$ cat src/core/bbri_pkg.sv
// Constants and types shared by the board bus refresh interface
package bbri_pkg;
	// Bus widths
	localparam int BBRI_ADDR_W = 16;
	localparam int BBRI_DATA_W = 8;
	// Machine cycle of eight clock steps: phase one, gap, phase two, gap
	localparam logic [2:0] BBRI_STEP_LAST = 3'h7;
	localparam logic [2:0] BBRI_PHI1_FIRST = 3'h0;
	localparam logic [2:0] BBRI_PHI1_END = 3'h2;
	localparam logic [2:0] BBRI_PHI2_FIRST = 3'h4;
	localparam logic [2:0] BBRI_PHI2_END = 3'h6;
	// Cycles after reset release before the strap is caught
	localparam logic [1:0] BBRI_BOOT_CATCH = 2'h2;
	localparam logic [1:0] BBRI_BOOT_DONE = 2'h3;
	// Reset values
	localparam logic [BBRI_ADDR_W-1:0] BBRI_ADDR_RST = 16'h0000;
	localparam logic [BBRI_DATA_W-1:0] BBRI_DATA_RST = 8'h00;

	// Operating mode of the bus interface
	typedef enum logic [1:0] {
		BBRI_RUN,
		BBRI_REFRESH,
		BBRI_HALT
	} bbri_mode_t;

	// Processor side transfer request
	typedef struct packed {
		logic valid;
		logic write;
		logic [BBRI_ADDR_W-1:0] addr;
		logic [BBRI_DATA_W-1:0] wdata;
	} bbri_req_t;

	// Processor side transfer answer
	typedef struct packed {
		logic valid;
		logic [BBRI_DATA_W-1:0] rdata;
	} bbri_rsp_t;

	// Whole module state
	typedef struct packed {
		bbri_mode_t mode;
		logic [2:0] step;
		logic [1:0] boot;
		logic dbg;
		logic phi1;
		logic phi2;
		logic mclk;
		logic grant;
		logic busy;
		logic wr;
		logic rw;
		logic mem_valid;
		logic ba;
		logic [BBRI_ADDR_W-1:0] addr;
		logic [BBRI_DATA_W-1:0] wdata;
		bbri_rsp_t rsp;
		logic ref_s1;
		logic ref_s2;
		logic halt_s1;
		logic halt_s2;
		logic strap_s1;
		logic strap_s2;
		logic uaddr_s1;
		logic uaddr_s2;
		logic [BBRI_DATA_W-1:0] din_s1;
		logic [BBRI_DATA_W-1:0] din_s2;
	} bbri_state_t;
endpackage : bbri_pkg

$ cat src/core/bbri_core.sv
// Board bus interface with processor clock phases and refresh handshake
`timescale 1ns/1ns

// Functional notes
// - The direction line is high for a memory read, low for a write.
// - With no transfer running the direction line rests high.
// - While halted the direction line stays high.
// - Without debug module the user address line carries valid address.
// - A low refresh request starts a refresh cycle.
// - Both processor clock phases are stopped throughout a refresh.
// - The memory clock keeps running through a refresh.
// - A high refresh grant orders the memory modules to refresh.
// - The address bus is sixteen bits wide, bits 0 to 15.
// - Halt at a boundary sets bus available, clears valid, frees buses.
module bbri_core (
	// Clock and reset
	input wire logic clk,
	input wire logic rst_n,
	// Processor side
	input bbri_pkg::bbri_req_t cpu_req,
	output logic cpu_ready,
	output bbri_pkg::bbri_rsp_t cpu_rsp,
	// Clock circuit
	output logic phase1,
	output logic phase2,
	output logic memory_clock,
	// Control pins
	input wire logic go_halt,
	input wire logic debug_strap,
	input wire logic refresh_request_n,
	output logic refresh_grant,
	output logic bus_available,
	output logic read_write,
	output logic valid_memory_address,
	output logic user_address_valid,
	// Valid user address pin, three signals
	input wire logic valid_user_address_in,
	output logic valid_user_address_out,
	output logic valid_user_address_oe_n,
	// Address bus
	output logic [bbri_pkg::BBRI_ADDR_W-1:0] addr_out,
	output logic addr_oe_n,
	// Data bus, three signals
	input wire logic [bbri_pkg::BBRI_DATA_W-1:0] data_in,
	output logic [bbri_pkg::BBRI_DATA_W-1:0] data_out,
	output logic data_oe_n
);
	import bbri_pkg::*;

	bbri_state_t r;
	bbri_state_t n;
	logic boundary;
	logic booted;
	logic accept;

	// Phase decode from a step count
	function automatic logic in_span(input logic [2:0] s,
		input logic [2:0] lo, input logic [2:0] hi);
		in_span = (s >= lo) && (s <= hi);
	endfunction : in_span

	// Cycle boundary and request acceptance
	assign boundary = (r.step == BBRI_STEP_LAST);
	assign booted = (r.boot == BBRI_BOOT_DONE);
	assign cpu_ready = booted && boundary && (r.mode != BBRI_REFRESH) &&
		r.ref_s2 && r.halt_s2;
	assign accept = cpu_ready && cpu_req.valid;

	// Next state
	always_comb begin
		n = r;
		n.ref_s1 = refresh_request_n;
		n.ref_s2 = r.ref_s1;
		n.halt_s1 = go_halt;
		n.halt_s2 = r.halt_s1;
		n.strap_s1 = debug_strap;
		n.strap_s2 = r.strap_s1;
		n.uaddr_s1 = valid_user_address_in;
		n.uaddr_s2 = r.uaddr_s1;
		n.din_s1 = data_in;
		n.din_s2 = r.din_s1;
		n.mclk = ~r.mclk;
		n.rsp.valid = 1'b0;
		// Strap caught once, after the synchroniser has filled
		if (!booted) begin
			n.boot = r.boot + 2'h1;
		end
		if (r.boot == BBRI_BOOT_CATCH) begin
			n.dbg = r.strap_s2;
		end
		case (r.mode)
			BBRI_REFRESH: begin
				n.phi1 = 1'b0;
				n.phi2 = 1'b0;
				if (r.ref_s2) begin
					n.grant = 1'b0;
					n.mode = BBRI_RUN;
				end else begin
					n.grant = 1'b1;
				end
			end
			BBRI_RUN, BBRI_HALT: begin
				n.step = r.step + 3'h1;
				n.phi1 = in_span(n.step, BBRI_PHI1_FIRST, BBRI_PHI1_END);
				n.phi2 = in_span(n.step, BBRI_PHI2_FIRST, BBRI_PHI2_END);
				if (boundary) begin
					// Close the running transfer
					if (r.busy) begin
						n.busy = 1'b0;
						n.mem_valid = 1'b0;
						n.rw = 1'b1;
						n.rsp.valid = 1'b1;
						if (!r.wr) begin
							n.rsp.rdata = r.din_s2;
						end
					end
					if (!r.ref_s2) begin
						n.mode = BBRI_REFRESH;
						n.step = r.step;
						n.phi1 = 1'b0;
						n.phi2 = 1'b0;
					end else if (!r.halt_s2) begin
						n.mode = BBRI_HALT;
						n.ba = 1'b1;
						n.mem_valid = 1'b0;
						n.rw = 1'b1;
					end else begin
						n.mode = BBRI_RUN;
						n.ba = 1'b0;
						if (accept) begin
							n.busy = 1'b1;
							n.mem_valid = 1'b1;
							n.wr = cpu_req.write;
							n.rw = ~cpu_req.write;
							n.addr = cpu_req.addr;
							n.wdata = cpu_req.wdata;
						end
					end
				end
			end
			default: begin
				n.mode = BBRI_RUN;
			end
		endcase
	end

	// State register
	always_ff @(posedge clk or negedge rst_n) begin
		if (!rst_n) begin
			r <= '0;
			r.mode <= BBRI_RUN;
			r.step <= BBRI_STEP_LAST;
			r.rw <= 1'b1;
			r.ref_s1 <= 1'b1;
			r.ref_s2 <= 1'b1;
			r.halt_s1 <= 1'b1;
			r.halt_s2 <= 1'b1;
			r.addr <= BBRI_ADDR_RST;
			r.wdata <= BBRI_DATA_RST;
		end else begin
			r <= n;
		end
	end

	// Pin drive
	assign phase1 = r.phi1;
	assign phase2 = r.phi2;
	assign memory_clock = r.mclk;
	assign refresh_grant = r.grant;
	assign bus_available = r.ba;
	assign read_write = r.rw;
	assign valid_memory_address = r.mem_valid;
	assign cpu_rsp = r.rsp;
	assign addr_out = r.addr;
	// Address bus stays off while halted, a refresh in halt included
	assign addr_oe_n = r.ba;
	assign data_out = r.wdata;
	assign data_oe_n = ~(r.busy & r.wr);
	// User address line: driven from the jumper path or read from debug
	assign valid_user_address_out = r.mem_valid;
	assign valid_user_address_oe_n = r.dbg;
	assign user_address_valid = r.dbg ? r.uaddr_s2 : r.mem_valid;
endmodule : bbri_core

$ cat config.mk
export PLATFORM = sky130hd
export DESIGN_NAME = bbri_core
export DESIGN_NICKNAME = d
export VERILOG_FILES = /design/src/core/bbri_pkg.sv /design/src/core/bbri_core.sv
export SDC_FILE = /design/constraint.sdc
export NUM_CORES = 1
export LEC_CHECK = 0
export ABC_AREA = 1
export BUFFER_PORTS_ARGS = -buffer_cell sky130_fd_sc_hd__buf_2
export CAP_MARGIN = 40
export CELL_PAD_IN_SITES_DETAIL_PLACEMENT = 1
export CELL_PAD_IN_SITES_GLOBAL_PLACEMENT = 2
export CORE_ASPECT_RATIO = 0.7
export CORE_MARGIN = 4
export CORE_UTILIZATION = 33
export DETAILED_ROUTE_END_ITERATION = 10
export PLACE_DENSITY_LB_ADDON = 0.1
export RECOVER_POWER = 50
export SLEW_MARGIN = 20
export SYNTH_ARGS = -nofsm -noshare
export SYNTH_HDL_FRONTEND = slang
export SYNTH_SLANG_ARGS = --single-unit
$ cat constraint.sdc
create_clock -name clk -period 2.55 [get_ports clk]
set_input_delay 0.1275 -clock clk [delete_from_list [all_inputs] [get_ports clk]]
set_output_delay 0.1275 -clock clk [all_outputs]
set_load 0.01 [all_outputs]
==> impl_metrics.json <==
{
  "p_leak_uw": 0.00205,
  "crit_top_cell": "nand2_1",
  "yosysUniqueCellTypes": 25,
  "fp-row-count": 28,
  "violations": "max-capacitance violations, max-slew violations",
  "n_fill_cell": 979,
  "mostFrequentLayoutCell": "nand2_1",
  "hold_viol": 0,
  "rsz0062_at_grt": "false",
  "multiInputGateArea_um2": 688,
  "syn_to_final_growth_pct": 34.6,
  "max_clock_freq_mhz": 482,
  "grt_pass1_vias": 2192,
  "worst-r2r-setup-slack_ns": 0.47,
  "grt_max_degree": 49,
  "drt-pass1-iter-count": 4,
  "cts_resized": 0,
  "cp.arrival_ns": 2.34,
  "critPathSlowestCell": "dfstp_2",
  "fin_nets": 416,
  "peakVddDrop_mv": 0.416,
  "portBuffers": 85,
  "grt_use_total_pct": 14.1,
  "setup_violations": 0,
  "clk_latency_ns": 0.33,
  "gp_congestion": 0.745,
  "syn-cell-area_um2": 2900,
  "clock_path_buffers": 2,
  "dpl_cell_area_um2": 3220,
  "die_x_um": 120,
  "layoutNonFillerInstCount": 496,
  "cpPeakStageDelay_ns": 0.56,
  "cts-root-buf": "clkbuf_16",
  "core_area_um2": 8510,
  "overflow": 0,
  "hold_ws_ns": 0.0149,
  "cts_setup_buffers": 0,
  "start_util_pct": 34.0,
  "crit_fanout": 25,
  "layout-drive-gt1-share_pct": 30.9,
  "finalCoreUtilization_pct": 45.8,
  "hpwl_mm": 4.32,
  "critPathBufInv": 0,
  "synthCells": 276,
  "design_area_um2": 3900,
  "cp_cell_sequence": "ha_1, ha_1, nand2_1, nor2_2, nand3_2, nor2_4, nand2_1, nand2_1",
  "synth_area_per_cell_um2": 10.5,
  "wl_per_cell_um": 13.3,
  "grt_antenna_before_repair": 0,
  "die_area_um2": 10400,
  "die_h_um": 86.4,
  "cts_buffers": 9,
  "clock_skew_ns": 0.00410,
  "finalMaxSlewViolations": 27,
  "status": "finished, violations left",
  "critPathCaptureType": "flop",
  "grt_pass1_wl_mm": 11.2,
  "ys_seq_area_share_pct": 64.3,
  "power_density_nw_per_um2": 1050,
  "fin_tns_setup_ns": 0,
  "numClockSinks": 74,
  "cap_violations": 1,
  "worstMarginPinSlew_ns": 1.52,
  "startpoint_type": "flop",
  "h-tree-depth": 3,
  "synth_seq_cells": 74,
  "yosysWarnings": 0,
  "cpLargestDelayFamily": "simple AND/OR/NAND/NOR gates",
  "place_inst": 444,
  "cp.required_ns": 2.82,
  "synth_edf_count": 0,
  "diodes": 0,
  "max_slew_margin_pct": -1.55,
  "cts_tree": "built",
  "final_cell_mix": "106 x nand2_1, 82 x buf_2, 66 x dfrtp_1, 36 x dlygate4sd3_1, 11 x nand3_1",
  "synth-main-ff-cell": "dfrtp_1",
  "clk_pin_slew_ns": 0.06,
  "syn_nets": 321,
  "crit_type": "flop to flop",
  "period_share_pct": 81.4,
  "seqCellArea_um2": 1860,
  "fin_crit_ns": 2.08,
  "via_count": 2067,
  "ys_async_sr_fraction_pct": 100,
  "ant_nets": 0,
  "hold_path.class": "input pin to flop",
  "pin_count": 86,
  "drc_errors": 0,
  "routed_via_density": 4.17,
  "wl_mm": 6.61,
  "drtIter0Drc": 103
}
registers in the layout (all words and copies together), names as in the netlist:
| signal | flops |
|---|---|
| memory_clock | 1 |
| refresh_grant | 1 |
| valid_memory_address | 1 |
| addr_out | 16 |
| phase2 | 1 |
| cpu_rsp | 9 |
| valid_user_address_oe_n | 1 |
| addr_oe_n | 1 |
| read_write | 1 |
| n | 12 |
| phase1 | 1 |
| r | 21 |
| data_out | 8 |
worst paths after layout:
path | cells past startpoint | start | end
hold reg to reg | 0 | n[18] | r[18]
setup reg to reg | 8 | r[69] | addr_out[12]
min in group asynchronous | 2 | rst_n | r[16]
setup / recovery | 8 | r[69] | addr_out[12]
hold / removal | 3 | cpu_req[12] | addr_out[4]
max in group asynchronous | 3 | rst_n | read_write
tightest hold or removal path: cells and delay by family:
family | cells | cell delay, ns
AND/OR/NAND/NOR | 2 | 0.10
buffers and inverters | 1 | 0.08
metrics by stage:
stage               power [µW]  setup slack, ns
detailed placement        2740            0.442
global route              4400            0.221
finish                    4100            0.474
floorplan                 2550            0.879
CTS                       4190            0.424
global placement          2700            0.519
area by class of cell:
class	count	share of cell area [%]
Clock inverter	6	2.31
Sequential cell	74	47.8
Tap cell	120	3.85
Clock buffer	10	6.13
Multi-Input combinational cell	150	17.7
Inverter	12	1.16
Timing Repair Buffer	124	21.1
metal layers:
layer	share of wire, %	vias to the layer above	wire, µm	GRT usage, %
met2	46	56	3040	20.8
met4	2.2	0	145	6.34
met1	46	983	3040	18.7
met3	5.8	12	386	5.09
met5	0	-	0	0
li1	-	1016	-	-
report_power, final:
part / switching, µW / internal (µW) / leakage, µW / total, µW
Combinational: 586 / 443 / 0.000990 / 1030
Clock: 483 / 884 / 0.000159 / 1370
Sequential: 178 / 1520 / 0.000897 / 1700
Total: 1250 / 2850 / 0.00205 / 4100
logic make-up (layout without fill, tap and decap cells):
kind of cell | Yosys count | count (layout) | share of synthesized area, %
AO/OA/AOI/OAI | 15 | 15 | 2.81
multiplexers | 1 | 1 | 0.389
buffers and inverters | 52 | 152 | 12.0
AND/OR/NAND/NOR | 127 | 127 | 17.8
flip-flops | 74 | 74 | 64.3
XOR/XNOR | 2 | 2 | 0.605
adder cells (fa/ha/maj) | 5 | 5 | 2.16
synth_stat cells, types with 2 or more instances:
master,n,area [µm²]
buf_4,38,285
inv_1,10,37.5
a21oi_1,4,20.0
nand2_1,106,398
o21ai_0,8,40.0
nand3_1,11,55.1
dfstp_2,8,210
nor2_1,3,11.3
ha_1,5,62.6
dfrtp_1,66,1650
inv_2,2,7.51
o31ai_1,2,15.0
what timing repair did:
item,4_1_cts,5_1_grt
endpoints found under the setup margin,0,0
endpoints found under the hold margin,56,0
hold buffers,36,0
(Power assumes the default switching activity.)
